[config.mk]
export PLATFORM = sky130hd
export DESIGN_NAME = prd_ratio_ctrl
export DESIGN_NICKNAME = d
export VERILOG_FILES = /design/src/pkg/prd_pkg.sv /design/src/rtl/prd_ratio_ctrl.sv
export SDC_FILE = /design/constraint.sdc
export NUM_CORES = 1
export LEC_CHECK = 0
export BUFFER_PORTS_ARGS = -buffer_cell sky130_fd_sc_hd__buf_2
export CAP_MARGIN = 20
export CORE_AREA = 2 2 85 168
export DETAILED_ROUTE_END_ITERATION = 8
export DIE_AREA = 0 0 87 170
export GPL_ROUTABILITY_DRIVEN = 1
export PLACE_DENSITY = 0.61
export SYNTH_ARGS = -nofsm -noshare
export SYNTH_HDL_FRONTEND = slang
export SYNTH_SLANG_ARGS = --single-unit
export TNS_END_PERCENT = 50
[constraint.sdc]
create_clock -name clk_sys -period 2.2 [get_ports clk_sys]
set_clock_uncertainty 0.05 [all_clocks]
set_input_delay 0.11 -clock clk_sys [delete_from_list [all_inputs] [get_ports clk_sys]]
set_output_delay 0.11 -clock clk_sys [all_outputs]
set_load 0.01 [all_outputs]
[src/pkg/prd_pkg.sv]
// Constants for the PLL ratio and divider control block
// Functional notes
// - Receiver enabled puts the PLL under the receiver's automatic control.
// - Receiver disabled: multiplier, fraction and dividers come from host registers.
// - Automatic mode: derived clocks follow the recovered incoming sample rate.
// - After a rate change clocks keep running but are invalid until relock.
// - Stream stopped in automatic mode: integer and fraction values stay frozen.
// - Power-up without a stream defaults the PLL near 24 MHz.
// - Fraction is 22 bits over three byte registers, top six in bits 5:0.
// - Integer multiplier is bits 3:0 of the register at offset six.
// - Ratio is integer plus fraction over two to the twenty-second, added.
// - Bit 4 of offset six halves the oscillator input when set; reset zero.
// - Two-bit post-divider select in bits 1:0 of offset seven, reset binary 10.
// - In automatic mode the device sets the post-divider select itself.
// - Bit 2 of offset seven enables fractional operation; forced on while receiving.
package prd_pkg;

  localparam int ADDR_W = 7;
  localparam int FRAC_W = 22;
  localparam int INT_W  = 4;

  localparam logic [6:0] FRAC_LOW_OFFSET   = 7'h03;
  localparam logic [6:0] FRAC_MID_OFFSET   = 7'h04;
  localparam logic [6:0] FRAC_HIGH_OFFSET  = 7'h05;
  localparam logic [6:0] INT_INDIV_OFFSET  = 7'h06;
  localparam logic [6:0] OUT_DIV_OFFSET    = 7'h07;
  localparam logic [6:0] STATUS_OFFSET     = 7'h0c;

  // Reset values give a ratio near 7.86, about 24 MHz after the default divider
  localparam logic [7:0] FRAC_LOW_RESET    = 8'h21;
  localparam logic [7:0] FRAC_MID_RESET    = 8'hfd;
  localparam logic [5:0] FRAC_HIGH_RESET   = 6'h36;
  localparam logic [3:0] INT_RESET         = 4'h7;
  localparam logic       HALVER_RESET      = 1'b0;
  localparam logic [1:0] POST_DIV_RESET    = 2'b10;
  localparam logic       FRAC_EN_RESET     = 1'b1;
  localparam logic       MCLK_HALVE_RESET  = 1'b0;

  localparam int FRAC_HIGH_MSB   = 5;
  localparam int INT_MSB         = 3;
  localparam int HALVER_BIT      = 4;
  localparam int POST_DIV_MSB    = 1;
  localparam int FRAC_EN_BIT     = 2;
  localparam int MCLK_HALVE_BIT  = 3;

  localparam int STAT_AUTO_BIT   = 0;
  localparam int STAT_VALID_BIT  = 1;
  localparam int STAT_FROZEN_BIT = 2;
  localparam int STAT_RELOCK_BIT = 3;

endpackage

[src/rtl/prd_ratio_ctrl.sv]
// PLL ratio, pre-scaler and post-divider control with automatic and manual modes
`timescale 1ns/10ps
`default_nettype none

module prd_ratio_ctrl
(
  input  wire logic        clk_sys,
  input  wire logic        rst,
  input  wire logic        clk_en,
  input  wire logic [6:0]  reg_addr,
  input  wire logic [7:0]  reg_wdata,
  input  wire logic        reg_wr,
  input  wire logic        reg_rd,
  output var  logic [7:0]  reg_rdata,
  input  wire logic        rx_enable,
  input  wire logic        rx_stream_present,
  input  wire logic        rx_locked,
  input  wire logic        rx_rate_change,
  input  wire logic        rx_ratio_load,
  input  wire logic [3:0]  rx_int_mult,
  input  wire logic [21:0] rx_frac_word,
  input  wire logic [1:0]  rx_post_div,
  output var  logic        auto_mode,
  output var  logic [3:0]  pll_int_mult,
  output var  logic [21:0] pll_frac_word,
  output var  logic        fractional_loop_enable,
  output var  logic [25:0] pll_ratio,
  output var  logic        pll_input_halver,
  output var  logic [1:0]  pll_post_divider_select,
  output var  logic        master_clock_halve_select,
  output var  logic        clocks_valid
);

  // ****************************************
  // Host register file
  // ****************************************
  logic [7:0] frac_low_reg;
  logic [7:0] frac_mid_reg;
  logic [5:0] frac_high_reg;
  logic [3:0] int_reg;
  logic       halver_reg;
  logic [1:0] post_div_reg;
  logic       frac_en_reg;
  logic       mclk_halve_reg;
  logic       relock_wait_reg;
  logic [3:0] auto_int_reg;
  logic [21:0] auto_frac_reg;
  logic [1:0] auto_post_reg;
  logic       auto_prev_reg;
  logic [7:0] rdata_next;
  logic [3:0] int_next;
  logic [21:0] frac_next;
  logic       frac_en_next;
  logic [1:0] post_next;
  logic       frozen;

  always_ff @(posedge clk_sys)
  begin
    if (rst)
    begin
      frac_low_reg   <= prd_pkg::FRAC_LOW_RESET;
      frac_mid_reg   <= prd_pkg::FRAC_MID_RESET;
      frac_high_reg  <= prd_pkg::FRAC_HIGH_RESET;
      int_reg        <= prd_pkg::INT_RESET;
      halver_reg     <= prd_pkg::HALVER_RESET;
      post_div_reg   <= prd_pkg::POST_DIV_RESET;
      frac_en_reg    <= prd_pkg::FRAC_EN_RESET;
      mclk_halve_reg <= prd_pkg::MCLK_HALVE_RESET;
    end
    else if (clk_en && reg_wr)
    begin
      // Each write touches only its own register in either mode
      unique case (reg_addr)
        prd_pkg::FRAC_LOW_OFFSET:  frac_low_reg <= reg_wdata;
        prd_pkg::FRAC_MID_OFFSET:  frac_mid_reg <= reg_wdata;
        prd_pkg::FRAC_HIGH_OFFSET: frac_high_reg <= reg_wdata[prd_pkg::FRAC_HIGH_MSB:0];
        prd_pkg::INT_INDIV_OFFSET:
        begin
          int_reg    <= reg_wdata[prd_pkg::INT_MSB:0];
          halver_reg <= reg_wdata[prd_pkg::HALVER_BIT];
        end
        prd_pkg::OUT_DIV_OFFSET:
        begin
          post_div_reg   <= reg_wdata[prd_pkg::POST_DIV_MSB:0];
          frac_en_reg    <= reg_wdata[prd_pkg::FRAC_EN_BIT];
          mclk_halve_reg <= reg_wdata[prd_pkg::MCLK_HALVE_BIT];
        end
        default:
        begin
        end
      endcase
    end
  end

  // ****************************************
  // Automatic mode steering
  // ****************************************
  assign frozen = rx_enable && !rx_stream_present;

  // Entry into automatic mode seeds from host values, then the receiver steers
  always_ff @(posedge clk_sys)
  begin
    if (rst)
    begin
      auto_int_reg  <= prd_pkg::INT_RESET;
      auto_frac_reg <= {prd_pkg::FRAC_HIGH_RESET, prd_pkg::FRAC_MID_RESET,
                        prd_pkg::FRAC_LOW_RESET};
      auto_post_reg <= prd_pkg::POST_DIV_RESET;
      auto_prev_reg <= 1'b0;
    end
    else if (clk_en)
    begin
      auto_prev_reg <= rx_enable;
      if (rx_enable && !auto_prev_reg)
      begin
        auto_int_reg  <= int_reg;
        auto_frac_reg <= {frac_high_reg, frac_mid_reg, frac_low_reg};
        auto_post_reg <= post_div_reg;
      end
      else if (rx_enable && rx_ratio_load && !frozen)
      begin
        // A load with no stream is ignored so the last rate is kept
        auto_int_reg  <= rx_int_mult;
        auto_frac_reg <= rx_frac_word;
        auto_post_reg <= rx_post_div;
      end
    end
  end

  // Set by a rate change wins over a clear from lock in the same cycle
  always_ff @(posedge clk_sys)
  begin
    if (rst)
      relock_wait_reg <= 1'b0;
    else if (clk_en)
    begin
      if (rx_enable && rx_rate_change)
        relock_wait_reg <= 1'b1;
      else if (!rx_enable || rx_locked)
        relock_wait_reg <= 1'b0;
    end
  end

  // ****************************************
  // Effective PLL settings
  // ****************************************
  always_comb
  begin
    if (rx_enable && auto_prev_reg)
    begin
      int_next     = auto_int_reg;
      frac_next    = auto_frac_reg;
      frac_en_next = 1'b1;
      post_next    = auto_post_reg;
    end
    else
    begin
      int_next     = int_reg;
      frac_next    = {frac_high_reg, frac_mid_reg, frac_low_reg};
      frac_en_next = frac_en_reg;
      post_next    = post_div_reg;
    end
  end

  always_ff @(posedge clk_sys)
  begin
    if (rst)
    begin
      auto_mode                 <= 1'b0;
      pll_int_mult              <= prd_pkg::INT_RESET;
      pll_frac_word             <= {prd_pkg::FRAC_HIGH_RESET, prd_pkg::FRAC_MID_RESET,
                                    prd_pkg::FRAC_LOW_RESET};
      fractional_loop_enable    <= prd_pkg::FRAC_EN_RESET;
      pll_ratio                 <= {prd_pkg::INT_RESET, prd_pkg::FRAC_HIGH_RESET,
                                    prd_pkg::FRAC_MID_RESET, prd_pkg::FRAC_LOW_RESET};
      pll_input_halver          <= prd_pkg::HALVER_RESET;
      pll_post_divider_select   <= prd_pkg::POST_DIV_RESET;
      master_clock_halve_select <= prd_pkg::MCLK_HALVE_RESET;
      clocks_valid              <= 1'b1;
    end
    else if (clk_en)
    begin
      auto_mode                 <= rx_enable && auto_prev_reg;
      pll_int_mult              <= int_next;
      pll_frac_word             <= frac_next;
      fractional_loop_enable    <= frac_en_next;
      // Fixed point with 22 fraction bits: integer and fraction add; fraction is zero while fractional operation is off
      pll_ratio                 <= {int_next, frac_en_next ? frac_next : 22'h000000};
      pll_input_halver          <= halver_reg;
      pll_post_divider_select   <= post_next;
      master_clock_halve_select <= mclk_halve_reg;
      clocks_valid              <= !rx_enable || (rx_locked && !relock_wait_reg
                                   && !(rx_rate_change)) || frozen;
    end
  end

  // ****************************************
  // Read back
  // ****************************************
  always_comb
  begin
    rdata_next = 8'h00;
    unique case (reg_addr)
      prd_pkg::FRAC_LOW_OFFSET:  rdata_next = frac_low_reg;
      prd_pkg::FRAC_MID_OFFSET:  rdata_next = frac_mid_reg;
      prd_pkg::FRAC_HIGH_OFFSET: rdata_next = {2'b00, frac_high_reg};
      prd_pkg::INT_INDIV_OFFSET: rdata_next = {3'b000, halver_reg, int_reg};
      prd_pkg::OUT_DIV_OFFSET:   rdata_next = {4'h0, mclk_halve_reg, frac_en_reg, post_div_reg};
      prd_pkg::STATUS_OFFSET:
      begin
        rdata_next[prd_pkg::STAT_AUTO_BIT]   = auto_mode;
        rdata_next[prd_pkg::STAT_VALID_BIT]  = clocks_valid;
        rdata_next[prd_pkg::STAT_FROZEN_BIT] = frozen;
        rdata_next[prd_pkg::STAT_RELOCK_BIT] = relock_wait_reg;
      end
      default:                   rdata_next = 8'h00;
    endcase
  end

  always_ff @(posedge clk_sys)
  begin
    if (rst)
      reg_rdata <= 8'h00;
    else if (clk_en && reg_rd)
      reg_rdata <= rdata_next;
  end

endmodule

`default_nettype wire

; ---- After elaboration in Yosys (flattened, before gate mapping)
; Cells that the tools add are included.
[word_totals]
regBits = 128
latchBits = 0
mem_bits_rw = 0
mem_bits_ro = 0
in_bits = 53
output_inout_bits = 67
memories = 0
[classes]
addsub = 0
multipliers = 0
div_mod_pow = 0
order_cmp = 0
eq_ne = 6
n_shift = 0
muxes = 15
n_bitwise = 0
reduce_logical = 28
[ops]
columns = op, count
row1 = $mux 22, 4
row2 = $eq 7x3->1 const B, 4
row3 = $pmux 4 s6, 1
row4 = $pmux 4 s4, 1
row5 = $reduce_and 2->1, 7
row6 = $mux 4, 3
row7 = $logic_and 1x1->1, 10
row8 = $eq 7x2->1 const B, 1
row9 = $eq 7x4->1 const B, 1
row10 = $logic_not 1->1, 6
row11 = $mux 2, 3
row12 = $reduce_bool 2->1, 2
row13 = $logic_or 1x1->1, 3
row14 = $mux 1, 3

; ---- Depth between registers and ports, before layout
; Gate-level depths: netlist of run 1.
[depth]
depth_word = 6
ltp_mapped = 7
ltp_nobuf = 4

; ---- Worst setup path before layout of run 1
; No wires, ideal clock.
[synth_path]
path_type = flip-flop to flip-flop
from = reg auto_prev_reg
to = reg auto_frac_reg[21]
setup_time_ps = 120
arrival_time_ps = 1460
path_slack_ps = 570
stages_incl_launch_ff = 8
path_buffers = 3
synth_period_minus_slack_ps = 1630
path_cell_list = dfxtp_1 > buf_2 > nand2b_1 > buf_2 > buf_4 > mux2i_1 > nor2_1 > a211o_1
[synth_between]
elab_chain_len = 4
word_cells_on_any_way = 5
classes_between = 1 x mux / 4 x reduce/logical
[synth_lines]
columns = item, line
row1 = "start, declared", prd_ratio_ctrl.sv:49  ; logic auto_prev_reg;
row2 = "start signal, assigned", prd_ratio_ctrl.sv:113  ; auto_prev_reg <= rx_enable;
row3 = $logic_not 1->1 *, prd_ratio_ctrl.sv:114  ; if (rx_enable && !auto_prev_reg)
row4 = $logic_and 1x1->1 *, prd_ratio_ctrl.sv:114
row5 = $reduce_bool 2->1 (no line), n/a
row6 = $reduce_and 2->1 (no line), n/a
row7 = "end signal, assigned", prd_ratio_ctrl.sv:106  ; auto_frac_reg <= {prd_pkg::FRAC_HIGH_RESET, prd_pkg::FRAC_MID_RESET,
row8 = "end signal, assigned", prd_ratio_ctrl.sv:117  ; auto_frac_reg <= {frac_high_reg, frac_mid_reg, frac_low_reg};
row9 = "end signal, assigned", prd_ratio_ctrl.sv:124  ; auto_frac_reg <= rx_frac_word;
row10 = "end, declared", prd_ratio_ctrl.sv:47  ; logic [21:0] auto_frac_reg;
; Every way passes the cells marked *; elsewhere a longest branch is shown, timed or not.
; A chain may end at the register's enable or synchronous reset.

; ---- Worst setup path after layout of run 1
[layout_path]
from = reg auto_prev_reg
to = reg auto_post_reg[0]
[layout_between]
elab_chain_len = 4
word_cells_on_any_way = 5
classes_between = 1 x mux / 4 x reduce/logical
[layout_lines]
columns = item, line
row1 = $logic_not 1->1 *, prd_ratio_ctrl.sv:114
row2 = $logic_and 1x1->1 *, prd_ratio_ctrl.sv:114
row3 = $reduce_bool 2->1 (no line), n/a
row4 = $reduce_and 2->1 (no line), n/a
row5 = "end signal, assigned", prd_ratio_ctrl.sv:108  ; auto_post_reg <= prd_pkg::POST_DIV_RESET;
row6 = "end signal, assigned", prd_ratio_ctrl.sv:118  ; auto_post_reg <= post_div_reg;
row7 = "end signal, assigned", prd_ratio_ctrl.sv:125  ; auto_post_reg <= rx_post_div;
row8 = "end, declared", prd_ratio_ctrl.sv:48  ; logic [1:0] auto_post_reg;
; Marks and branches as above.

==> results of run 1 <==
-- stage by stage --
stage | std cells | instance area, sq um | setup slack, ns | hold WS (ns) | power (mW)
floorplan | 568 | 5310 | 0.570 | 0.178 | 2.74
global placement | 804 | 5990 | 0.426 | 0.316 | 2.90
detailed placement | 804 | 5990 | 0.389 | 0.318 | 2.92
CTS | 857 | 6820 | 0.350 | 0.00254 | 5.83
global route | 857 | 6820 | 0.218 | 0.00347 | 5.98
finish | 857 | 6820 | 0.359 | 0.00940 | 5.77
-- worst register-to-register path, cell delays in order (launching register included) --
cell and delay, ns:
dfxtp_1 0.41, nand2b_2 0.55, buf_4 0.36, mux2i_1 0.23
a211oi_1 0.09
-- per-layer routing --
layer,up-vias,wire [um]
li1,2285,-
met1,2198,5760
met2,127,8110
met3,19,594
met4,0,479
met5,-,0
-- power by group through the flow --
stage	Combinational, mW	Sequential (mW)	Clock (mW)
floorplan	0.295	2.44	0
global placement	0.481	2.42	0
detailed placement	0.490	2.43	0
CTS	0.520	2.38	2.93
global route	0.567	2.39	3.03
finish	0.516	2.38	2.87
-- how the worst max path moves through the flow --
stage                               start                             end  cells after the start
2_1_floorplan  auto_prev_reg$_SDFFE_PP0P_  auto_frac_reg[21]$_SDFFE_PP1P_                      7
3_3_place_gp   auto_prev_reg$_SDFFE_PP0P_   auto_post_reg[0]$_SDFFE_PP0P_                      4
3_5_place_dp   auto_prev_reg$_SDFFE_PP0P_   auto_frac_reg[4]$_SDFFE_PP0P_                      4
4_1_cts        auto_prev_reg$_SDFFE_PP0P_   auto_post_reg[0]$_SDFFE_PP0P_                      4
5_1_grt        auto_prev_reg$_SDFFE_PP0P_   auto_post_reg[0]$_SDFFE_PP0P_                      4
6_report       auto_prev_reg$_SDFFE_PP0P_   auto_post_reg[0]$_SDFFE_PP0P_                      4
-- cells in the mapped netlist --
master	n	area [sq um]
dfxtp_1	124	2480
nor2_1	97	364
mux2i_1	58	581
a211o_1	50	438
nand2_1	37	139
clkbuf_1	28	105
a21oi_1	26	130
a311oi_1	20	175
o21ai_0	15	75.1
buf_2	12	60.1
a211oi_1	11	82.6
inv_1	10	37.5
nand3_1	10	50.1
nor2b_1	9	56.3
buf_4	7	52.6
a22oi_1	6	45.0
buf_1	5	18.8
a221o_1	4	40.0
mux4_2	4	90.1
and2_1	3	18.8
nor3_1	3	15.0
or2_2	3	18.8
a22o_1	2	17.5
a31oi_1	2	12.5
a32o_1	2	20.0
nand4_2	2	25.0
nor3b_1	2	15.0
a21boi_0	1	7.51
a21o_1	1	7.51
a32oi_1	1	8.76
and3_1	1	6.26
and3b_1	1	8.76
and4bb_1	1	12.5
inv_2	1	3.75
mux2_2	1	11.3
nand2_2	1	6.26
nand2b_1	1	6.26
nand3_2	1	10.0
nand4_1	1	6.26
nor4_4	1	21.3
nor4bb_1	1	10.0
o2111a_1	1	11.3
o2bb2ai_1	1	8.76
-- cell families after synthesis --
| logic type | count (synthesis) | synth area share |
|---|---|---|
| compound gates | 143 | 0.203 |
| buf+inv | 63 | 0.0523 |
| flops | 124 | 0.467 |
| mux | 63 | 0.128 |
| simple gates | 175 | 0.149 |
-- final cells by class --
| class | instances | share of cell area |
|---|---|---|
| Tap cell | 155 | 0.0285 |
| Sequential cell | 124 | 0.364 |
| Multi-Input combinational cell | 381 | 0.375 |
| Clock inverter | 13 | 0.0242 |
| Timing Repair Buffer | 154 | 0.136 |
| Clock buffer | 19 | 0.0665 |
| Inverter | 11 | 0.00606 |
==> results_dict.tcl, run 1 <==
set metrics [dict create \
    status "completed" \
    reg2reg_slack_ns 0.36 \
    intPower_mw 4.41 \
    layout-drive-gt1-share 0.256 \
    initial_util 0.395 \
    flow.area_growth_from_synthesis_pct 28.3 \
    crit_chain "nand2b_2 -> buf_4 -> mux2i_1 -> a211oi_1" \
    worst_hold_path.endpoint "auto_frac_reg[20]$_SDFFE_PP1P_" \
    cts_tree "built" \
    timing.fmax_ghz 0.543 \
    floorplan.die.height_um 170 \
    critical-path-slowest-cell "nand2b_2" \
    clkTransAtPathRegs_ns 0.06 \
    yosysUniqueCellTypes 43 \
    track_usage 0.204 \
    ir_worst_vdd_mv 0.544 \
    ys_ff_latch 124 \
    htree_num_levels 4 \
    via_count 4629 \
    multiInputGateArea_sq_mm 0.00255 \
    hpwl_mm 11.1 \
    slowest_delay_ns 0.55 \
    critPathBufInv 1 \
    total_die_area_sq_mm 0.0148 \
    slew_margin_rel 0.590 \
    combinationalPowerShare 0.089 \
    whs_path_depth 4 \
    clockRootBuffer "clkbuf_16" \
    avgViaCountPerCell 5.40 \
    top_level_ports 120 \
    synth_nets 621 \
    chipWidth_um 87 \
    drt_pre_antenna_iters 4 \
    core.rowCount 60 \
    routed_wirelength_mm 14.9 \
    grt_antenna_before_repair 0 \
    drv_cap 0 \
    numCtsBuffers 17 \
    total_leakage_power_nw 2.98 \
    groute.layer.met3.usage 0.0441 \
    mostFrequentLayoutCell "dfxtp_1" \
    hold_start "rx_frac_word[20]" \
    power.switching_fraction 0.236 \
    worst-endpoint-arrival_ns 2.05 \
    grt_pass1_wl_mm 23.0 \
    grt_overflow_total 0 \
    cp_top_family "simple AND/OR/NAND/NOR gates" \
    setup_tns_ns 0 \
    timing_worst_slew_pin_value_ns 0.615 \
    final_cell_mix "dfxtp_1 (124), buf_2 (118), nor2_1 (97)" \
    critPathMaxFanout 18 \
    pwr-share-seq 0.412 \
    setup_viol_count_final 0 \
    finalWeightedCongestion 0.865 \
    drtAntennaViolNets 0 \
    detail_route.iter0.violations 250 \
    ys_seq_area_frac 0.467 \
    crit-reg2reg-launch "auto_prev_reg$_SDFFE_PP0P_" \
    path_class "reg -> reg" \
    grt.met2_usage 0.367 \
    synthesis.yosys.warnings 0 \
    post-route-drc-count 0 \
    synthesis.instances 568 \
    power.switching_mw 1.36 \
    cts_buffer_depth 2 \
    grt_max_degree 52 \
    timing.critical_path.to_type "flop" \
    buffer_ports.inserted 119 \
    core_box_area_sq_mm 0.0134 \
    cts_hold_buf 21 \
    hold_path.class "in -> reg" \
    timing.critical_path.from_type "flop" \
    wire_per_inst_um 17.4 \
    clock-sinks 124 \
    worstSkewPairLatency_ns 0.41 \
    cts_setup_buffers 0 \
    regToRegEndpoint "auto_post_reg[0]$_SDFFE_PP0P_" \
    final.fill_count 1294 \
    cts-resized-gates 0 \
    first_global_vias 4421 \
    antenna_cells 0 \
    grt.busiest_layer "met2" \
    layout.core_utilization 0.507 \
    worst_ep_required_time_ns 2.41 \
    rsz0062_at_grt "no" \
    syn_avg_cell_area_sq_um 9.35 \
    post-route-min-period_ns 1.84 \
    grtUsageMet1 0.215 \
    layout.nets 742 \
    netlist_area_sq_mm 0.00531 \
    hold_viol_final 0 \
    power_density_mw_per_mm2 847 \
    clkPwrFrac 0.498 \
    period_share 0.837 \
    sequential_cell_area_sq_mm 0.00248 \
    worst-r2r-cell-count 4 \
    maxSlewViolCount 0 \
]
Note: power is estimated with default switching activity, not from simulation.
==> inputs of run 2 (changes only) <==
clock period = 1.8 ns   (was 2.2 ns; I/O delays follow)
==> run 2 against run 1 <==
Compared with the run above: sequential share of layout area decreased by 1.6 points; critical path depth increased by 3; via count increased by 3.0%; worst hold slack got worse by 0.0023 ns; sequential cell count unchanged; non-clock buffer count increased by 28; global-route usage increased by 0.80 points; die area unchanged; clock power increased by 28%; combinational power increased by 32%; first-iteration DRC count decreased by 21%; largest cell class unchanged; largest power group unchanged.
==> results_dict.tcl, run 2 (same netlist as run 1, synthesis figures left out) <==
set metrics [dict create \
    finalWeightedCongestion 0.868 \
    critPathMaxFanout 10 \
    hold_path.class "in -> reg" \
    slew_margin_rel 0.661 \
    floorplan.die.height_um 170 \
    whs_ns 0.00709 \
    rsz0062_at_grt "no" \
    total_die_area_sq_mm 0.0148 \
    worst-endpoint-arrival_ns 1.93 \
    ir_worst_vdd_mv 0.728 \
    multiInputGateArea_sq_mm 0.00255 \
    detail_route.iter0.violations 198 \
    cp_top_family "buffers and inverters" \
    power_density_mw_per_mm2 1020 \
    timing.fmax_ghz 0.612 \
    final_cell_mix "dfxtp_1 (124), buf_2 (118), nor2_1 (97)" \
    clkTransAtPathRegs_ns 0.06 \
    clockRootBuffer "clkbuf_16" \
    worstSkewPairLatency_ns 0.42 \
    routed_wirelength_mm 15.4 \
    top_level_ports 120 \
    cts_tree "built" \
    grt_max_degree 66 \
    setup_viol_count_final 0 \
    worst-r2r-cell-count 5 \
    htree_num_levels 4 \
    chipWidth_um 87 \
    hpwl_mm 11.3 \
    path_depth 7 \
    final.fill_count 1236 \
    layout-drive-gt1-share 0.262 \
    whs_path_depth 3 \
    layout.core_utilization 0.530 \
    dp.cells 815 \
    core.rowCount 60 \
    drv_cap 0 \
    grt_overflow_total 0 \
    setup_tns_ns 0 \
    hold_viol_final 0 \
    cts_setup_buffers 0 \
    status "completed" \
    avgViaCountPerCell 5.39 \
    grt_pass1_wl_mm 24.1 \
    flow.area_growth_from_synthesis_pct 34.2 \
    mostFrequentLayoutCell "dfxtp_1" \
    grt_antenna_before_repair 0 \
    core_box_area_sq_mm 0.0134 \
    period_share 0.908 \
    critical-path-slowest-cell "dlygate4sd3_1" \
    numCtsBuffers 17 \
    timing_worst_slew_pin_value_ns 0.508 \
    via_count 4767 \
    drt_pre_antenna_iters 4 \
    buffer_ports.inserted 119 \
    drtAntennaViolNets 0 \
    post-route-drc-count 0 \
    wire_per_inst_um 17.4 \
    maxSlewViolCount 0 \
    initial_util 0.395 \
    path_class "in -> reg" \
    sequential_cell_area_sq_mm 0.00248 \
    slowest_delay_ns 0.55 \
    critPathBufInv 5 \
    track_usage 0.212 \
    first_global_vias 4641 \
    clock-sinks 124 \
    post_layout_nonfiller_instances 885 \
    total_leakage_power_nw 3.13 \
    timing.critical_path.to_type "flop" \
    crit_chain "dlygate4sd3_1 -> buf_2 -> buf_4 -> buf_4 -> nand3_1 -> dlygate4sd3_1 -> a21oi_1" \
    post-route-min-period_ns 1.63 \
    layout.nets 770 \
    timing.critical_path.from_type "primary input" \
    antenna_cells 0 \
    design_power_total_mw 7.26 \
    worst_ep_required_time_ns 2.09 \
    cts_buffer_depth 2 \
]
run 2: cell types whose count changed in the layout (fill, tap and decap cells not counted), sizes merged:
| cell | delta |
|---|---|
| clkinvlp | -1 |
| buf | +11 |
| dlygate4sd3 | +17 |
| bufinv | +1 |
run 2: worst paths after layout:
path                                   from                              to  slack (ns)
max                                  clk_en    relock_wait_reg$_SDFFE_PP0P_        0.17
min                         rx_frac_word[6]   auto_frac_reg[6]$_SDFFE_PP0P_       0.007
max reg2reg      auto_prev_reg$_SDFFE_PP0P_  pll_frac_word[13]$_SDFFE_PP1P_        0.23
min reg2reg  auto_frac_reg[17]$_SDFFE_PP1P_  auto_frac_reg[17]$_SDFFE_PP1P_        0.41
run 2: layout make-up:
| type | instances | area share |
|---|---|---|
| sequential | 124 | 0.348 |
| clock buffer | 19 | 0.0635 |
| multi-input combinational | 381 | 0.358 |
| timing repair buffer | 182 | 0.171 |
| tap | 155 | 0.0272 |
| clock inverter | 13 | 0.0263 |
| inverter | 11 | 0.00579 |
run 2: tightest hold or removal path: stages:
cell	delay, ns
buf_2	0.10
mux2i_1	0.15
a211oi_1	0.09
run 2: routing by layer:
| layer | vias up | global-route usage | share of wire |
|---|---|---|---|
| met2 | 131 | 0.381 | 0.53 |
| met5 | - | 0 | 0 |
| met1 | 2248 | 0.229 | 0.39 |
| met4 | 0 | 0.111 | 0.045 |
| li1 | 2348 | - | - |
| met3 | 40 | 0.0359 | 0.036 |
run 2: metrics by stage:
step	cell area, sq um	setup WS (ns)
after floorplan	5310	0.170
after global placement	6110	0.239
after detailed placement	6110	0.220
after CTS	7130	0.187
after global routing	7130	0.0842
final	7130	0.166
run 2: timing repair:
item                                   4_1_cts  5_1_grt
hold buffers                                38        0
endpoints found under the hold margin       48        0
gates resized for setup                      0        0
run 2: power breakdown:
part | switching (mW) | internal, mW
Sequential | 0.0590 | 2.85
Combinational | 0.360 | 0.319
Clock | 1.27 | 2.40
